===== src/design/dasw_pkg.sv =====
// Purpose: Shared constants and types of the dead-band and shutdown waveform block
// Assumes: 32-bit APB, one aligned word per register
// Notes:   Override level of an output is bit 0 of its two-bit field
package dasw_pkg;
    // Register byte offsets
    localparam logic [7:0] OFS_CTRL = 8'h00;
    localparam logic [7:0] OFS_DBF  = 8'h04;
    localparam logic [7:0] OFS_CLK  = 8'h08;
    localparam logic [7:0] OFS_SD   = 8'h0c;
    localparam logic [7:0] OFS_SRC  = 8'h10;
    localparam logic [7:0] OFS_STAT = 8'h14;
    // Field positions
    localparam int CTRL_EN_BIT  = 7;
    localparam int CTRL_LD_BIT  = 6;
    localparam int CLK_CS_BIT   = 0;
    localparam int SD_SHUT_BIT  = 7;
    localparam int SD_REN_BIT   = 6;
    localparam int SD_LSBD_LSB  = 4;
    localparam int SD_LSAC_LSB  = 2;
    localparam int STAT_IN_BIT  = 0;
    localparam int STAT_IRQ_BIT = 1;
    localparam int DBF_W        = 6;
    localparam int SRC_W        = 6;
    // Reset values
    localparam logic [2:0]       MODE_RST = 3'h0;
    localparam logic [DBF_W-1:0] DBF_RST  = 6'h00;
    localparam logic [SRC_W-1:0] SRC_RST  = 6'h00;
    localparam logic [1:0]       LVL_RST  = 2'h0;
    // Waveform clock: system clock or divided-down internal fast oscillator
    localparam int unsigned CLK_PERIOD_NS = 10;
    localparam int unsigned OSC_PERIOD_NS = 60;
    localparam int unsigned OSC_DIV_INT   = OSC_PERIOD_NS / CLK_PERIOD_NS;
    localparam logic [7:0]  OSC_DIV       = 8'(OSC_DIV_INT);

    typedef enum logic [2:0] {
        MODE_ASYNC_STEER = 3'b000,
        MODE_SYNC_STEER  = 3'b001,
        MODE_FWD_FULL    = 3'b010,
        MODE_REV_FULL    = 3'b011,
        MODE_HALF        = 3'b100,
        MODE_PUSH_PULL   = 3'b101
    } dasw_mode_type;

    typedef enum logic [1:0] {
        LD_IDLE = 2'b00,
        LD_FALL = 2'b01,
        LD_RISE = 2'b11
    } dasw_ld_type;

    typedef struct packed {
        logic out_a;
        logic out_b;
        logic out_c;
        logic out_d;
    } dasw_out_type;
endpackage : dasw_pkg


===== src/design/dasw_core.sv =====
// Purpose: Falling/forward dead band, dead-band buffering and auto-shutdown of a waveform generator
// Assumes: pclk 100 MHz, APB slave, data and fault pins asynchronous
// Notes:   Fault override bypasses the synchronisers so a fault acts at once
//
// Operation
// Half-bridge: B turns on after falling dead band
// Full-bridge: forward delay on reverse-to-forward, D only
// Falling count sets delay in waveform clocks
// Timing starts on input edge; zero gives none
// Input reversal during count suppresses the pulse
// Disabled: count write updates active value
// Enabled: load at rise after fall after request
// Asynchronous input gives one clock of jitter
// Software shutdown bit holds shutdown without restart
// Shutdown bit shows condition; set/cleared by both
// Enabled fault forces override levels immediately
// Six active-low fault sources, each enabled separately
// Fault is level sensitive; blocks clearing
// Two-bit override fields for B/D and A/C
// Every shutdown event sets the interrupt flag; code sets it only on entry to shutdown
// No restart while a source remains
// Software clears shutdown; resume at data rise
// Auto-restart clears shutdown; resume at data rise
// Software clear ignored while condition present
// Fast oscillator kept on in sleep when used
// Software configures while disabled, enables last
// Enabling starts in shutdown state
// Mode field selects six modes, two reserved
// Load request only after enable; hardware clears
// Shutdown overrides pending dead band or steering
//
// The placing of the registers and the APB slave port were left to the implementer.
`timescale 1ns/1ps
module dasw_core
    import dasw_pkg::*;
(
    input  wire logic               pclk,
    input  wire logic               presetn,
    input  wire logic [7:0]         paddr,
    input  wire logic               psel,
    input  wire logic               penable,
    input  wire logic               pwrite,
    input  wire logic [31:0]        pwdata,
    output logic      [31:0]        prdata,
    output logic                    pready,
    output logic                    pslverr,
    input  wire logic               data_in,
    input  wire logic [SRC_W-1:0]   fault_n,
    output dasw_out_type            wave_out,
    output logic                    osc_keep_alive,
    output logic                    shutdown_irq_flag
);
    logic                 en_ff;
    dasw_mode_type        mode_ff;
    dasw_ld_type          ld_st_ff;
    logic [DBF_W-1:0]     dbf_buf_ff;
    logic [DBF_W-1:0]     dbf_act_ff;
    logic                 cs_ff;
    logic                 sd_ff;
    logic                 ren_ff;
    logic [1:0]           lvl_bd_ff;
    logic [1:0]           lvl_ac_ff;
    logic [SRC_W-1:0]     src_en_ff;
    logic                 irq_ff;
    logic [31:0]          prdata_ff;
    logic [7:0]           osc_cnt_ff;
    logic                 data_s1_ff;
    logic                 data_s2_ff;
    logic                 data_s3_ff;
    logic [SRC_W-1:0]     fault_s1_ff;
    logic [SRC_W-1:0]     fault_s2_ff;
    logic                 run_ff;
    logic                 db_busy_ff;
    logic [DBF_W-1:0]     db_cnt_ff;
    logic                 b_on_ff;
    logic                 d_gate_ff;
    logic                 fwd_ff;
    logic                 pp_ff;
    dasw_out_type         nom_ff;
    dasw_out_type         nxt_nom;
    dasw_out_type         ovr_lvl;
    logic                 nxt_sd;
    logic                 nxt_irq;

    function automatic logic is_full(input dasw_mode_type m);
        return (m == MODE_FWD_FULL) || (m == MODE_REV_FULL);
    endfunction

    // Bus decode
    logic wr;
    logic rd_setup;
    logic mapped;
    assign wr       = psel && penable && pwrite;
    assign rd_setup = psel && !penable && !pwrite;
    assign mapped   = (paddr == OFS_CTRL) || (paddr == OFS_DBF) || (paddr == OFS_CLK) ||
                      (paddr == OFS_SD) || (paddr == OFS_SRC) || (paddr == OFS_STAT);
    assign pready   = 1'b1;
    assign pslverr  = psel && penable && !mapped;
    assign prdata   = prdata_ff;

    logic wr_ctrl;
    logic wr_dbf;
    logic wr_sd;
    assign wr_ctrl = wr && (paddr == OFS_CTRL);
    assign wr_dbf  = wr && (paddr == OFS_DBF);
    assign wr_sd   = wr && (paddr == OFS_SD);

    // Synchronisers; stage 1 feeds only stage 2
    always_ff @(posedge pclk or negedge presetn) begin
        if (!presetn) begin
            data_s1_ff  <= 1'b0;
            data_s2_ff  <= 1'b0;
            data_s3_ff  <= 1'b0;
            fault_s1_ff <= '1;
            fault_s2_ff <= '1;
        end else begin
            data_s1_ff  <= data_in;
            data_s2_ff  <= data_s1_ff;
            data_s3_ff  <= data_s2_ff;
            fault_s1_ff <= fault_n;
            fault_s2_ff <= fault_s1_ff;
        end
    end

    logic data_rise;
    logic data_fall;
    logic fault_s_any;
    logic fault_raw;
    assign data_rise   = data_s2_ff && !data_s3_ff;
    assign data_fall   = !data_s2_ff && data_s3_ff;
    // Active-low sources
    // Level, not edge
    assign fault_s_any = |(~fault_s2_ff & src_en_ff);
    // Raw path on purpose: the override must not wait for the synchroniser
    assign fault_raw   = |(~fault_n & src_en_ff);

    // Control registers
    always_ff @(posedge pclk or negedge presetn) begin
        if (!presetn) begin
            en_ff      <= 1'b0;
            mode_ff    <= MODE_ASYNC_STEER;
            cs_ff      <= 1'b0;
            ren_ff     <= 1'b0;
            lvl_bd_ff  <= LVL_RST;
            lvl_ac_ff  <= LVL_RST;
            src_en_ff  <= SRC_RST;
            dbf_buf_ff <= DBF_RST;
        end else if (wr) begin
            unique case (paddr)
                OFS_CTRL: begin
                    en_ff   <= pwdata[CTRL_EN_BIT];
                    mode_ff <= dasw_mode_type'(pwdata[2:0]);
                end
                OFS_DBF: dbf_buf_ff <= pwdata[DBF_W-1:0];
                OFS_CLK: cs_ff <= pwdata[CLK_CS_BIT];
                OFS_SD: begin
                    ren_ff    <= pwdata[SD_REN_BIT];
                    lvl_bd_ff <= pwdata[SD_LSBD_LSB +: 2];
                    lvl_ac_ff <= pwdata[SD_LSAC_LSB +: 2];
                end
                OFS_SRC: src_en_ff <= pwdata[SRC_W-1:0];
                default: ;
            endcase
        end
    end

    // Request accepted only once already enabled
    // Fall then rise, then load
    always_ff @(posedge pclk or negedge presetn) begin
        if (!presetn) begin
            ld_st_ff <= LD_IDLE;
        end else if (!en_ff) begin
            ld_st_ff <= LD_IDLE;
        end else begin
            unique case (ld_st_ff)
                LD_IDLE: if (wr_ctrl && pwdata[CTRL_LD_BIT]) ld_st_ff <= LD_FALL;
                LD_FALL: if (data_fall) ld_st_ff <= LD_RISE;
                LD_RISE: if (data_rise) ld_st_ff <= LD_IDLE;
                default: ld_st_ff <= LD_IDLE;
            endcase
        end
    end

    always_ff @(posedge pclk or negedge presetn) begin
        if (!presetn) begin
            dbf_act_ff <= DBF_RST;
        end else if (!en_ff && wr_dbf) begin
            // Straight through while disabled
            dbf_act_ff <= pwdata[DBF_W-1:0];
        end else if (en_ff && ld_st_ff == LD_RISE && data_rise) begin
            dbf_act_ff <= dbf_buf_ff;
        end
    end

    // Oscillator request
    assign osc_keep_alive = en_ff && cs_ff;

    // Waveform clock enable; async edges land anywhere in a tick
    logic wave_tick;
    logic db_start;
    assign wave_tick = !cs_ff || (osc_cnt_ff == OSC_DIV - 8'h01);
    // Divider restarts with the count so n ticks span n full periods
    always_ff @(posedge pclk or negedge presetn) begin
        if (!presetn) begin
            osc_cnt_ff <= 8'h00;
        end else if (!cs_ff || wave_tick || db_start) begin
            osc_cnt_ff <= 8'h00;
        end else begin
            osc_cnt_ff <= osc_cnt_ff + 8'h01;
        end
    end

    // Shutdown state
    logic set_any;
    logic clr_ok;
    assign set_any = (wr_sd && pwdata[SD_SHUT_BIT]) || (en_ff && fault_s_any) ||
                     (wr_ctrl && pwdata[CTRL_EN_BIT] && !en_ff);
    // All sources gone first
    assign clr_ok  = !fault_s_any;
    always_comb begin
        nxt_sd = sd_ff;
        // Clear only with no condition
        if (clr_ok && ((wr_sd && !pwdata[SD_SHUT_BIT]) || (ren_ff && en_ff))) begin
            nxt_sd = 1'b0;
        end
        // Set beats clear
        if (set_any) begin
            nxt_sd = 1'b1;
        end
        // Flag on each entry; set beats clear
        nxt_irq = irq_ff;
        if (wr && paddr == OFS_STAT && pwdata[STAT_IRQ_BIT]) begin
            nxt_irq = 1'b0;
        end
        if (set_any && !sd_ff) begin
            nxt_irq = 1'b1;
        end
    end

    always_ff @(posedge pclk or negedge presetn) begin
        if (!presetn) begin
            sd_ff  <= 1'b0;
            irq_ff <= 1'b0;
        end else begin
            sd_ff  <= nxt_sd;
            irq_ff <= nxt_irq;
        end
    end
    assign shutdown_irq_flag = irq_ff;

    // Resume at first data rise after clear
    always_ff @(posedge pclk or negedge presetn) begin
        if (!presetn) begin
            run_ff <= 1'b0;
        end else if (!en_ff || sd_ff) begin
            run_ff <= 1'b0;
        end else if (data_rise) begin
            run_ff <= 1'b1;
        end
    end

    // Dead-band counter shared by half-bridge fall and forward turn
    logic db_done;
    logic db_cancel;
    logic dir_turn_fwd;
    assign dir_turn_fwd = is_full(mode_ff) && data_rise && !fwd_ff && (mode_ff == MODE_FWD_FULL);
    // Started by an input edge, never by a zero count
    assign db_start  = (dbf_act_ff != DBF_RST) &&
                       (((mode_ff == MODE_HALF) && data_fall) || dir_turn_fwd);
    // Input reversed before the end
    assign db_cancel = db_busy_ff && (((mode_ff == MODE_HALF) && data_rise) ||
                                      (is_full(mode_ff) && data_fall));
    // Done after the programmed number of ticks
    assign db_done   = db_busy_ff && !db_cancel && wave_tick && (db_cnt_ff + 6'h01 == dbf_act_ff);

    always_ff @(posedge pclk or negedge presetn) begin
        if (!presetn) begin
            db_busy_ff <= 1'b0;
            db_cnt_ff  <= 6'h00;
        end else if (db_start) begin
            db_busy_ff <= 1'b1;
            db_cnt_ff  <= 6'h00;
        end else if (db_cancel || db_done || !en_ff) begin
            db_busy_ff <= 1'b0;
        end else if (db_busy_ff && wave_tick) begin
            db_cnt_ff  <= db_cnt_ff + 6'h01;
        end
    end

    always_ff @(posedge pclk or negedge presetn) begin
        if (!presetn) begin
            b_on_ff <= 1'b0;
        end else if (data_rise || !en_ff) begin
            b_on_ff <= 1'b0;
        // B on after the fall delay
        end else if ((data_fall && dbf_act_ff == DBF_RST) || (db_done && mode_ff == MODE_HALF)) begin
            b_on_ff <= 1'b1;
        end
    end

    // Direction latched on a rising edge; D waits on forward turn
    always_ff @(posedge pclk or negedge presetn) begin
        if (!presetn) begin
            fwd_ff    <= 1'b1;
            d_gate_ff <= 1'b1;
            pp_ff     <= 1'b0;
        end else begin
            if (is_full(mode_ff) && data_rise) begin
                fwd_ff <= (mode_ff == MODE_FWD_FULL);
            end
            if (db_start && dir_turn_fwd) begin
                d_gate_ff <= 1'b0;
            end else if (db_done || db_cancel || !db_busy_ff) begin
                d_gate_ff <= 1'b1;
            end
            if (data_rise) begin
                pp_ff <= !pp_ff;
            end
        end
    end

    // Mode decode; reserved codes drive all low
    always_comb begin
        nxt_nom = '0;
        unique case (mode_ff)
            MODE_ASYNC_STEER, MODE_SYNC_STEER: nxt_nom = {4{data_s2_ff}};
            MODE_FWD_FULL, MODE_REV_FULL: begin
                nxt_nom.out_a = fwd_ff;
                nxt_nom.out_b = !fwd_ff && data_s2_ff;
                nxt_nom.out_c = !fwd_ff;
                nxt_nom.out_d = fwd_ff && data_s2_ff && d_gate_ff;
            end
            MODE_HALF: begin
                nxt_nom.out_a = data_s2_ff;
                nxt_nom.out_b = b_on_ff;
                nxt_nom.out_c = data_s2_ff;
                nxt_nom.out_d = b_on_ff;
            end
            MODE_PUSH_PULL: begin
                nxt_nom.out_a = data_s2_ff && pp_ff;
                nxt_nom.out_b = data_s2_ff && !pp_ff;
            end
            default: nxt_nom = '0;
        endcase
    end

    always_ff @(posedge pclk or negedge presetn) begin
        if (!presetn) begin
            nom_ff <= '0;
        end else begin
            nom_ff <= nxt_nom;
        end
    end

    // Override levels per output pair
    assign ovr_lvl = '{out_a: lvl_ac_ff[0], out_b: lvl_bd_ff[0], out_c: lvl_ac_ff[0], out_d: lvl_bd_ff[0]};

    logic override;
    // Fault or shutdown wins, unclocked on the fault path
    assign override = en_ff && (sd_ff || fault_raw || !run_ff);
    assign wave_out = !en_ff ? '0 : (override ? ovr_lvl : nom_ff);

    // Read data captured in the setup phase
    always_ff @(posedge pclk or negedge presetn) begin
        if (!presetn) begin
            prdata_ff <= 32'h0000_0000;
        end else if (rd_setup) begin
            prdata_ff <= 32'h0000_0000;
            unique case (paddr)
                OFS_CTRL: prdata_ff[7:0] <= {en_ff, ld_st_ff != LD_IDLE, 3'h0, mode_ff};
                OFS_DBF:  prdata_ff[DBF_W-1:0] <= dbf_buf_ff;
                OFS_CLK:  prdata_ff[CLK_CS_BIT] <= cs_ff;
                OFS_SD:   prdata_ff[7:0] <= {sd_ff, ren_ff, lvl_bd_ff, lvl_ac_ff, 2'h0};
                OFS_SRC:  prdata_ff[SRC_W-1:0] <= src_en_ff;
                OFS_STAT: prdata_ff[1:0] <= {irq_ff, data_s2_ff};
                default:  prdata_ff <= 32'h0000_0000;
            endcase
        end
    end
endmodule // dasw_core


===== config.mk =====
export PLATFORM = sky130hd
export DESIGN_NAME = dasw_core
export DESIGN_NICKNAME = d
export VERILOG_FILES = /design/src/design/dasw_pkg.sv /design/src/design/dasw_core.sv
export SDC_FILE = /design/constraint.sdc
export NUM_CORES = 1
export LEC_CHECK = 0
export BUFFER_PORTS_ARGS = -buffer_cell sky130_fd_sc_hd__buf_2
export CAP_MARGIN = 20
export CORE_MARGIN = 2
export CORE_UTILIZATION = 50
export CTS_CLUSTER_SIZE = 24
export DETAILED_ROUTE_END_ITERATION = 10
export PLACE_DENSITY = 0.81
export SLEW_MARGIN = 20
export SYNTH_ARGS = -nofsm -noshare
export SYNTH_HDL_FRONTEND = slang
export SYNTH_SLANG_ARGS = --single-unit

===== constraint.sdc =====
create_clock -name pclk -period 2.48 [get_ports pclk]
set_input_delay 0.248 -clock pclk [delete_from_list [all_inputs] [get_ports pclk]]
set_output_delay 0.248 -clock pclk [all_outputs]
set_load 0.05 [all_outputs]

## Yosys cells after proc, flatten, opt, wreduce, memory -nomap -nowiden

Index checks and enable logic that the tools add are counted.

- Add/subtract/negate cells: 2
- Equality and inequality tests: 18
- Multiplexer cells: 31
- Bitwise gates (word level): 4
- Reductions and logical operators: 108

Operator list:

| cell | number |
|---|---|
| $logic_and 1x1->1 | 46 |
| $mux 6 | 5 |
| $logic_or 1x1->1 | 22 |
| $reduce_bool 2->1 | 9 |
| $eq 8x3->1 const B | 2 |
| $eq 8x4->1 const B | 2 |
| $eq 8x5->1 const B | 2 |
| $pmux 4 s4 | 1 |
| $logic_not 1->1 | 15 |
| $and 6x6->6 | 2 |
| $mux 1 | 12 |
| $not 6->6 | 2 |
| $pmux 2 s3 | 2 |
| $reduce_and 2->1 | 6 |
| $reduce_or 6->1 | 2 |
| $ne 3x3->1 const B | 3 |
| $add 8x1->8 const B | 1 |
| $logic_not 8->1 | 1 |
| $mux 2 | 4 |
| $mux 4 | 2 |
| $mux 8 | 1 |
| $pmux 2 s4 | 1 |
| $add 6x1->6 const B | 1 |
| $eq 3x2->1 const B | 2 |
| 15 further kinds | 17 |

- Register bits after elaboration: 79
- Bits of input ports: 52
- Output and inout port bits: 40
- Word-level logic and storage cells: 193

## Depth between registers and ports, before layout

Gate-level depths: netlist of the first run.

- Depth after elaboration: 13
- Gate-level depth with buffers: 8
- Gate-level depth less buffers: 8

## Worst setup path after synthesis of the first run

OpenSTA, ideal clock, no wires.

- Path type: register to output
- From: reg src_en_ff[0]
- To: out wave_out[0] (netlist bit)
- Arrival: 1.991 ns
- Required time: 2.232 ns
- Slack: 0.241 ns
- Cell stages (with the launch flop): 7
- Path buffers: 0
- Cell sequence: dfrtp_1 nor2b_1 nor3_1 o221ai_1 nor3_1 mux2i_1 nor2_1

RTL lines:

| item | RTL line | source |
|---|---|---|
| from (decl) | dasw_core.sv:63 | `logic [SRC_W-1:0] src_en_ff;` |
| from (signal assigned) | dasw_core.sv:161 | `OFS_SRC: src_en_ff <= pwdata[SRC_W-1:0];` |
| to (decl) | dasw_core.sv:49 | `output dasw_out_type wave_out,` |

## Worst setup path after layout of the first run

- From: reg osc_cnt_ff[1]
- To: reg db_cnt_ff[5]

- Cells in the longest elaborated chain, start to end: 8
- Elaborated cells between the ends (all ways): 10
- Classes of those cells: 2 x eq/ne; 8 x reduce/logical

RTL lines:

| item | RTL line | source |
|---|---|---|
| from (decl) | dasw_core.sv:66 | `logic [7:0] osc_cnt_ff;` |
| from (signal assigned) | dasw_core.sv:209 | `osc_cnt_ff <= osc_cnt_ff + 8'h01;` |
| $eq 8x3->1 (*) | dasw_core.sv:201 | `assign wave_tick = !cs_ff \|\| (osc_cnt_ff == OSC_DIV - 8'h01);` |
| $logic_or 1x1->1 (*) | dasw_core.sv:201 |  |
| $logic_and 1x1->1 (2 in a row) | dasw_core.sv:274 | `assign db_done = db_busy_ff && !db_cancel && wave_tick && (db_cnt_ff + 6'h01 == dbf_act_ff);` |
| $logic_or 1x1->1 (2 in a row) | dasw_core.sv:283 | `end else if (db_cancel \|\| db_done \|\| !en_ff) begin` |
| $ne 2x2->1 (no line) | - |  |
| $reduce_and 2->1 (no line) (*) | - |  |
| to (signal assigned) | dasw_core.sv:286 | `db_cnt_ff <= db_cnt_ff + 6'h01;` |
| to (decl) | dasw_core.sv:74 | `logic [DBF_W-1:0] db_cnt_ff;` |

Every way passes the cells marked *; elsewhere a longest branch is shown, timed or not.
A chain may end at the register's enable or synchronous reset.

==> run metrics, run 1 <==
status complete, no violations; most frequent cell after synthesis dfrtp_1; CTS tree yes; Syn-to-layout area delta 12.6%; fillers 659; crit path max fanout 9; unrepaired setup endpoints after global routing no; maximum clock path buffer count 2; Buffers on Ports 42; drt total wl 8260 um; Max-Cap Viols 0; hpwl dp 5820 um; Power Dens Cells 575 nW/um^2; Starting Density 0.517; Synth Register Bits 79; row count 32; Nets 488; Core ar. 7730 um^2; Tcrit/Tclk final 0.928; Die ar. 8720 um^2; Netlist Area Pre-Place 3990 um^2; Root Buffer clkbuf_8; clk slew on worst S/H paths 0.11 ns; critical path class flop to flop; Total GRT Usage 0.205; cells along the critical path inv_1 > ha_1 > nor4bb_1 > a21boi_0 > nor2_1 > o211ai_4 > or3_1 > a21oi_1; Slowest cell on crit path dfrtp_1; CP Capture Type flop; die height 93.4 um; post-route minimum period 2.30 ns; initial DRC count 214; total power 2580 uW; DR DRC count 0; H-tree levels 3; Syn Inst Count 380; r2r setup slk 0.18 ns; R2R cell count 8; Final setup violation count 0; HP Class input port to asynchronous set/reset pin; total CTS buffers 9; arrival time at the worst endpoint 2.59 ns; Worst VDD drop 519 uV; gpl congestion 0.855; Vias 2955; fraction of layout cells with a size suffix above 1 0.251; highest clock rate 0.434 GHz; DRT Pass-1 Iters 4; Clock Skew 0.0133 ns; Final Slew Violations 0; setup TNS 0 ns; I/O pins 92; post-synthesis sequential area ratio 0.499; post-synth cell types 58; clk_lat worst skew 0.37 ns; mean routed wirelength per cell 15.3 um; via/cell ratio 5.47; clk sink count 79; largest cells by area after synthesis dfrtp_1 41%, dfstp_2 9.2%, buf_4 5.1%; final core utilization 0.582; Setup Fix Bufs, Post-CTS 0; Die Wd 93.4 um; Synth top cells by count 65 x dfrtp_1, 42 x nand2_1, 27 x buf_4; R2R Path Start osc_cnt_ff[1]; P_leak 0.00204 uW; Yosys Warn Count 0; Synth top area share 0.407; EDFF count, synth 0; first-pass GRT wire length 13800 um; Syn Area/Cell 10.5 um^2; Post-synth top flop dfrtp_1; worst relative slew slack 0.365; final hold viol count 0; Placement Cell Area 4210 um^2; crit start category flop; antenna violations before repair 0; post-synthesis async set-or-reset flop share 1.00; vias in the first global route 2872; Critical Path RT 2.77 ns; Slew @ Worst Pin 0.953 ns; ANT nets after route 0; Overflow after GRT 0; Final Cell Area 4500 um^2; Crit Reg-Reg Endpoint db_cnt_ff[5]; area leader, netlist dfrtp_1; diodes inserted 0; pin count of the biggest net entering global routing 80; Crit path largest cell delay 0.43 ns
registers in the layout, indices dropped and copies added, names as in the netlist, 2 cells and up:
| name | flops |
|---|---|
| lvl_ac_ff | 2 |
| src_en_ff | 6 |
| db_cnt_ff | 6 |
| dbf_buf_ff | 6 |
| fault_s1_ff | 6 |
| dbf_act_ff | 6 |
| mode_ff | 3 |
| ld_st_ff | 2 |
| fault_s2_ff | 6 |
| nom_ff | 4 |
| lvl_bd_ff | 2 |
| osc_cnt_ff | 8 |
| prdata | 8 |
where the power goes:
| group | switching (uW) | internal, uW | total (uW) | leakage, uW |
|---|---|---|---|---|
| sequential | 25.8 | 1330 | 1360 | 0.000997 |
| combinational | 182 | 63.7 | 245 | 0.000937 |
| clock | 577 | 405 | 982 | 0.000104 |
cells by family after synthesis:
group,after synthesis,share of synthesized area
compound gates,81,0.147
mux,23,0.0689
fa+ha+maj,3,0.00940
other cells,2,0.00188
flops,79,0.499
simple gates,126,0.163
xor+xnor,15,0.0329
buf+inv,51,0.0777
cells in the final DEF, fill, tap and decap left out, drive strengths merged, types with 6 or more instances in the layout:
cell type	count
mux2	16
nor3	10
xnor2	7
o21ai	21
o22ai	6
dfrtp	65
dlygate4sd3	7
nor2	26
clkbuf	9
a21oi	12
a22oi	10
xor2	8
dfstp	14
buf	48
nor2b	6
nand2	42
o21a	6
inv	20
nand3	10
conb	25
how the worst max path moves through the flow:
stage                     cells past startpoint            to           from  slack [ns]
after detailed placement                      8  db_cnt_ff[5]  osc_cnt_ff[1]        0.29
final                                         8  db_cnt_ff[5]  osc_cnt_ff[1]        0.18
after global routing                          7   wave_out[2]          sd_ff        0.04
after global placement                        7         sd_ff       paddr[7]        0.39
after floorplan                               6   wave_out[0]   src_en_ff[0]        0.24
after CTS                                     8   wave_out[3]   src_en_ff[0]        0.03
layer usage:
| layer | global-route usage | vias up | share of wire |
|---|---|---|---|
| met3 | 0.0330 | 15 | 0.053 |
| li1 | - | 1392 | - |
| met4 | 0.0919 | 0 | 0.019 |
| met1 | 0.276 | 1464 | 0.44 |
| met2 | 0.329 | 84 | 0.49 |
| met5 | 0 | - | 0 |
critical path, delay by kind of cell, from the launching register on:
family,cells,cell delay [ns]
and+or+nand+nor,3,1.00
adders and majority gates,1,0.14
buffers and inverters,1,0.07
DFF,1,0.43
AOI/OAI and AO/OA,3,0.57
timing repair:
action,CTS,global route
resized for setup,0,2
endpoints found under the setup margin,0,4
hold endpoints to repair,7,0
hold buffers,7,0
cell type report:
cell class / instances / area [um^2] / share of cell area
well taps: 102 / 128 / 0.0284
repair buffers: 55 / 328 / 0.0729
clock inverters: 7 / 81.3 / 0.0181
clock buffers: 9 / 124 / 0.0275
flip-flops and latches: 79 / 1990 / 0.444
multi-input cells: 273 / 1790 / 0.397
inverters: 15 / 56.3 / 0.0125
stage by stage:
| step | instances | hold WS [ns] | setup slack (ns) |
|---|---|---|---|
| after floorplan | 403 | -0.0476 | 0.241 |
| after global placement | 517 | 0.333 | 0.386 |
| after detailed placement | 517 | 0.337 | 0.288 |
| after CTS | 540 | 0.0532 | 0.0334 |
| after global routing | 540 | 0.100 | 0.0397 |
| final | 540 | 0.00608 | 0.178 |
No activity file was read; power rests on OpenSTA's default activity.
==> run 2, diff against run 1 <==
--- a/config.mk
+++ b/config.mk
@@ -7,2 +7,3 @@
 export LEC_CHECK = 0
+export ABC_CLOCK_PERIOD_IN_PS = 2480
 export BUFFER_PORTS_ARGS = -buffer_cell sky130_fd_sc_hd__buf_2
@@ -14,2 +15,3 @@
 export PLACE_DENSITY = 0.81
+export SKIP_CTS_REPAIR_TIMING = 1
 export SLEW_MARGIN = 20
==> constraint.sdc (replaced) <==
create_clock -name pclk -period 2.48 [get_ports pclk]
set_input_delay 0.744 -clock pclk [delete_from_list [all_inputs] [get_ports pclk]]
set_output_delay 0.744 -clock pclk [all_outputs]
set_load 0.05 [all_outputs]
==> run metrics, run 2 (synthesis results as in run 1) <==
antenna violations before repair 0 (unchanged); maximum clock path buffer count 2 (unchanged); Core ar. 7730 um^2 (unchanged); Clock Skew 0.0179 ns (+0.00458 ns); Final Slew Violations 0 (unchanged); critical path class input port to output pin; DRT Pass-1 Iters 4 (unchanged); Die Wd 93.4 um (unchanged); most frequent cells in the layout 65 x dfrtp_1, 42 x nand2_1, 35 x buf_2, 25 x conb_1, 21 x nor2_1; clk slew on worst S/H paths 0.09 ns (-0.02 ns); H-tree levels 3 (unchanged); HP Class input port to asynchronous set/reset pin; die height 93.4 um (unchanged); crit path max fanout 2 (-7); Placement Cell Area 4350 um^2 (+3.4%); final hold viol count 0 (unchanged); row count 32 (unchanged); via/cell ratio 5.48 (+0.14%); Final Cell Area 4650 um^2 (+3.3%); unrepaired setup endpoints after global routing yes; Die ar. 8720 um^2 (unchanged); pin count of the biggest net entering global routing 80 (unchanged); Final setup violation count 5 (+5); crit start category input port; Slew @ Worst Pin 0.807 ns (-0.146 ns); drt total wl 8240 um (-0.23%); Buffers on Ports 42 (unchanged); Setup WS post-layout -0.211 ns (-0.390 ns); most common cell after layout, fill and taps aside dfrtp_1; diodes inserted 0 (unchanged); Vias 2981 (+0.88%); initial DRC count 195 (-8.9%); post-route minimum period 2.69 ns (+0.389 ns); Overflow after GRT 0 (unchanged); status finished, violations left; CP Capture Type output pin; P_leak 0.00208 uW (+2.1%); highest clock rate 0.372 GHz (-14%); Critical Path RT 1.74 ns (-1.03 ns); Power Dens Cells 550 nW/um^2 (-4.2%); Root Buffer clkbuf_8; clk sink count 79 (unchanged); vias in the first global route 2894 (+0.77%); Place WS -0.296 ns (-0.584 ns); total CTS buffers 9 (unchanged); CTS tree yes; I/O pins 92 (unchanged); clk_lat worst skew 0.37 ns (about the same); total power 2560 uW (-1.0%); Total GRT Usage 0.207 (+0.00128); Nets 492 (+0.82%); DR DRC count 0 (unchanged); arrival time at the worst endpoint 1.95 ns (-0.64 ns); Max-Cap Viols 0 (unchanged); Starting Density 0.517 (unchanged); Tcrit/Tclk final 1.09 (+0.157); Syn-to-layout area delta 16.4%; ANT nets after route 0 (unchanged); mean routed wirelength per cell 15.2 um (-0.96%); fraction of layout cells with a size suffix above 1 0.296 (+0.0452); Worst VDD drop 413 uV (-20%); gpl congestion 0.847 (-1.0%); worst relative slew slack 0.458 (+0.0931); failing checks setup timing; hpwl dp 6040 um (+3.9%); first-pass GRT wire length 13800 um (+0.40%)
## run 2: cell count changes in the layout (fill, tap and decap cells not counted), sizes merged
cell | before | now
buf | 48 | 59
clkinv | 2 | 1
dlygate4sd3 | 7 | 0
inv | 20 | 21
## run 2: worst max-delay path: stages
cell     delay [ns]
buf_6          0.09
or4_4          0.52
or2_4          0.28
a21oi_4        0.13
nor2_4         0.04
buf_6          0.14
## run 2: layout make-up
type,instances,area (um^2)
multi-input combinational,273,1880
clock inverter,7,68.8
fill,601,3080
sequential,79,1990
tap,102,128
inverter,15,56.3
clock buffer,9,124
timing repair buffer,59,394
## run 2: metrics by stage
step | instances | hold slack, ns | TNS (ns) | util
floorplan | 403 | 0.331 | -0.280 | -
global placement | 527 | 0.336 | -1.96 | 0.563
detailed placement | 527 | 0.347 | -2.45 | 0.563
CTS | 543 | 0.361 | -1.51 | 0.588
global route | 544 | 0.365 | -1.75 | 0.601
finish | 544 | 0.360 | -1.04 | 0.601
## run 2: per-layer routing
layer | global-route usage | vias to the layer above | share of wire
met1 | 0.280 | 1466 | 0.45
met3 | 0.0467 | 19 | 0.053
li1 | - | 1410 | -
met5 | 0 | - | 0
met2 | 0.321 | 86 | 0.48
met4 | 0.0882 | 0 | 0.022
## run 2: power breakdown
group	total (uW)	internal (uW)	leakage, uW	switching [uW]
combinational	252	67.7	0.000983	185
sequential	1360	1330	0.000997	26.5
clock	947	397	0.000101	551
## run 2: path summary, 6_finish.rpt
path / slack, ns / from / to / depth (start not counted)
min in group pclk: 0.36 / fault_s1_ff[4] / fault_s2_ff[4] / 0
worst max-delay path: -0.21 / paddr[0] / pslverr / 6
worst max register to register: 0.30 / db_cnt_ff[0] / db_cnt_ff[5] / 7
max in group asynchronous: 1.73 / presetn / fault_s2_ff[2] / 2
worst min register to register: 0.36 / fault_s1_ff[4] / fault_s2_ff[4] / 0
worst min-delay path: 0.36 / presetn / prdata[5] / 2
==> run 3, diff against run 2 <==
CELL_PAD_IN_SITES_DETAIL_PLACEMENT = 1   (was default)
CELL_PAD_IN_SITES_GLOBAL_PLACEMENT = 2   (was default)
CORE_UTILIZATION = 34   (was 50)
CTS_CLUSTER_DIAMETER = 120   (was default)
PLACE_DENSITY = 0.86   (was 0.81)
==> run metrics, run 3 (synthesis results as in run 1) <==
fillers 1306 (+120%); gpl congestion 0.783 (-7.6%); Power Dens Cells 616 nW/um^2 (+12%); cells along the critical path buf_8 > nor2b_4 > nor3_4 > o221ai_2 > nor3_2 > buf_6 > mux2i_4 > nor2_4 > buf_6; row count 39 (+22%); arrival time at the worst endpoint 2.05 ns (+0.10 ns); Nets 496 (+0.81%); post-route minimum period 2.79 ns (+0.102 ns); Critical Path RT 1.74 ns (about the same); Final setup violation count 5 (unchanged); fraction of layout cells with a size suffix above 1 0.309 (+0.0130); Syn-to-layout area delta 22.4%; Buffers on Ports 42 (unchanged); unrepaired setup endpoints after global routing yes; worst relative slew slack 0.660 (+0.202); hpwl dp 7520 um (+24%); Crit Reg-Reg Endpoint db_cnt_ff[5]; Final Non-Filler Cells 589 (+8.3%); dpl cells 572 (+8.5%); P_leak 0.00218 uW (+4.9%); WP buf/inv 3 (+1); Critical Path Most Common Cell buf_6; drt total wl 10200 um (+24%); maximum clock path buffer count 2 (unchanged); highest clock rate 0.358 GHz (-3.7%); critical path class input port to output pin; Overflow after GRT 0 (unchanged); critical path depth 9 (+3); vias in the first global route 3230 (+12%); Place WS -0.501 ns (-0.206 ns); failing checks setup timing; Worst VDD drop 627 uV (+52%); total CTS buffers 9 (unchanged); first-pass GRT wire length 16500 um (+19%); clk slew on worst S/H paths 0.06 ns (-0.03 ns); Slowest cell on crit path mux2i_4; Setup WS post-layout -0.313 ns (-0.102 ns); I/O pins 92 (unchanged); clk_lat worst skew 0.35 ns (-0.02 ns); Final Slew Violations 0 (unchanged); DRT Pass-1 Iters 4 (unchanged); Die ar. 12600 um^2 (+45%); Vias 3018 (+1.2%); Clock Skew 0.00514 ns (-0.0128 ns); die height 112 um (+20%); CTS tree yes; Slew @ Worst Pin 0.510 ns (-0.297 ns); CP Capture Type output pin; final hold viol count 0 (unchanged); multi-input logic area 1910 um^2 (+1.3%); ANT nets after route 0 (unchanged); most common cell after layout, fill and taps aside dfrtp_1; diodes inserted 0 (unchanged); Tcrit/Tclk final 1.13 (+0.0413); register area 1990 um^2 (unchanged); HP Class input port to asynchronous set/reset pin; Die Wd 112 um (+20%); most frequent cells in the layout 65 x dfrtp_1, 42 x nand2_1, 34 x buf_2, 25 x conb_1, 21 x nor2_1; mean routed wirelength per cell 17.4 um (+15%); Top delay family on crit path simple AND/OR/NAND/NOR gates; r2r setup slk 0.24 ns (-0.06 ns); Max-Cap Viols 0 (unchanged); crit start category input port; via/cell ratio 5.12 (-6.5%); Total GRT Usage 0.169 (-0.0372); H-tree levels 3 (unchanged); final core utilization 0.428 (-0.173); pin count of the biggest net entering global routing 35 (-56%); DR DRC count 0 (unchanged); initial DRC count 122 (-37%); antenna violations before repair 0 (unchanged); R2R Path Start osc_cnt_ff[1]; Crit path largest cell delay 0.27 ns (-0.25 ns); clk sink count 79 (unchanged); crit path max fanout 4 (+2); status finished, violations left; Core ar. 11400 um^2 (+48%); R2R cell count 8 (+1); Root Buffer clkbuf_16; Starting Density 0.350 (-0.167)
## run 3: changes by cell type in the layout (fill, tap and decap cells not counted), sizes merged
| cell | previous run | this run |
|---|---|---|
| buf | 59 | 63 |
| clkbuf | 9 | 11 |
| clkinv | 1 | 2 |
| inv | 21 | 18 |
## run 3: final cells by class
cell class,count,area share
clock inverter,5,0.00870
tap,143,0.0366
timing repair buffer,63,0.0888
sequential,79,0.408
clock buffer,11,0.0563
multi-input combinational,273,0.390
inverter,15,0.0115
## run 3: report_power, final
group | switching [uW] | internal (uW) | total, uW
Clock | 570 | 814 | 1380
Sequential | 27.5 | 1330 | 1360
Combinational | 196 | 71.8 | 268
Total | 794 | 2220 | 3010
## run 3: per-layer routing
metal  routed length, um  up-vias  GRT usage  share of wire
met3                 381       17     0.0421          0.037
met1                4330     1528      0.210           0.42
li1                    -     1414          -              -
met2                5320       59      0.288           0.52
met4                 210        0     0.0610          0.020
met5                   0        -          0              0
## run 3: through the flow
| step | power (uW) | TNS, ns | hold slack, ns | instance area (um^2) |
|---|---|---|---|---|
| 2_1_floorplan | 1570 | -0.280 | 0.331 | 4130 |
| 3_3_place_gp | 1630 | -3.12 | 0.346 | 4430 |
| 3_5_place_dp | 1640 | -3.82 | 0.347 | 4430 |
| 4_1_cts | 3060 | -2.25 | 0.354 | 4750 |
| 5_1_grt | 3130 | -1.89 | 0.360 | 4890 |
| 6_report | 3010 | -1.45 | 0.348 | 4890 |
## run 3: worst max path at each step
stage / from / endpoint / slack (ns)
4_1_cts: fault_n[0] / wave_out[3] / -0.50
2_1_floorplan: paddr[7] / pslverr / -0.14
5_1_grt: src_en_ff[0] / wave_out[1] / -0.42
3_3_place_gp: fault_n[0] / wave_out[3] / -0.42
3_5_place_dp: fault_n[0] / wave_out[3] / -0.50
6_report: fault_n[0] / wave_out[3] / -0.31
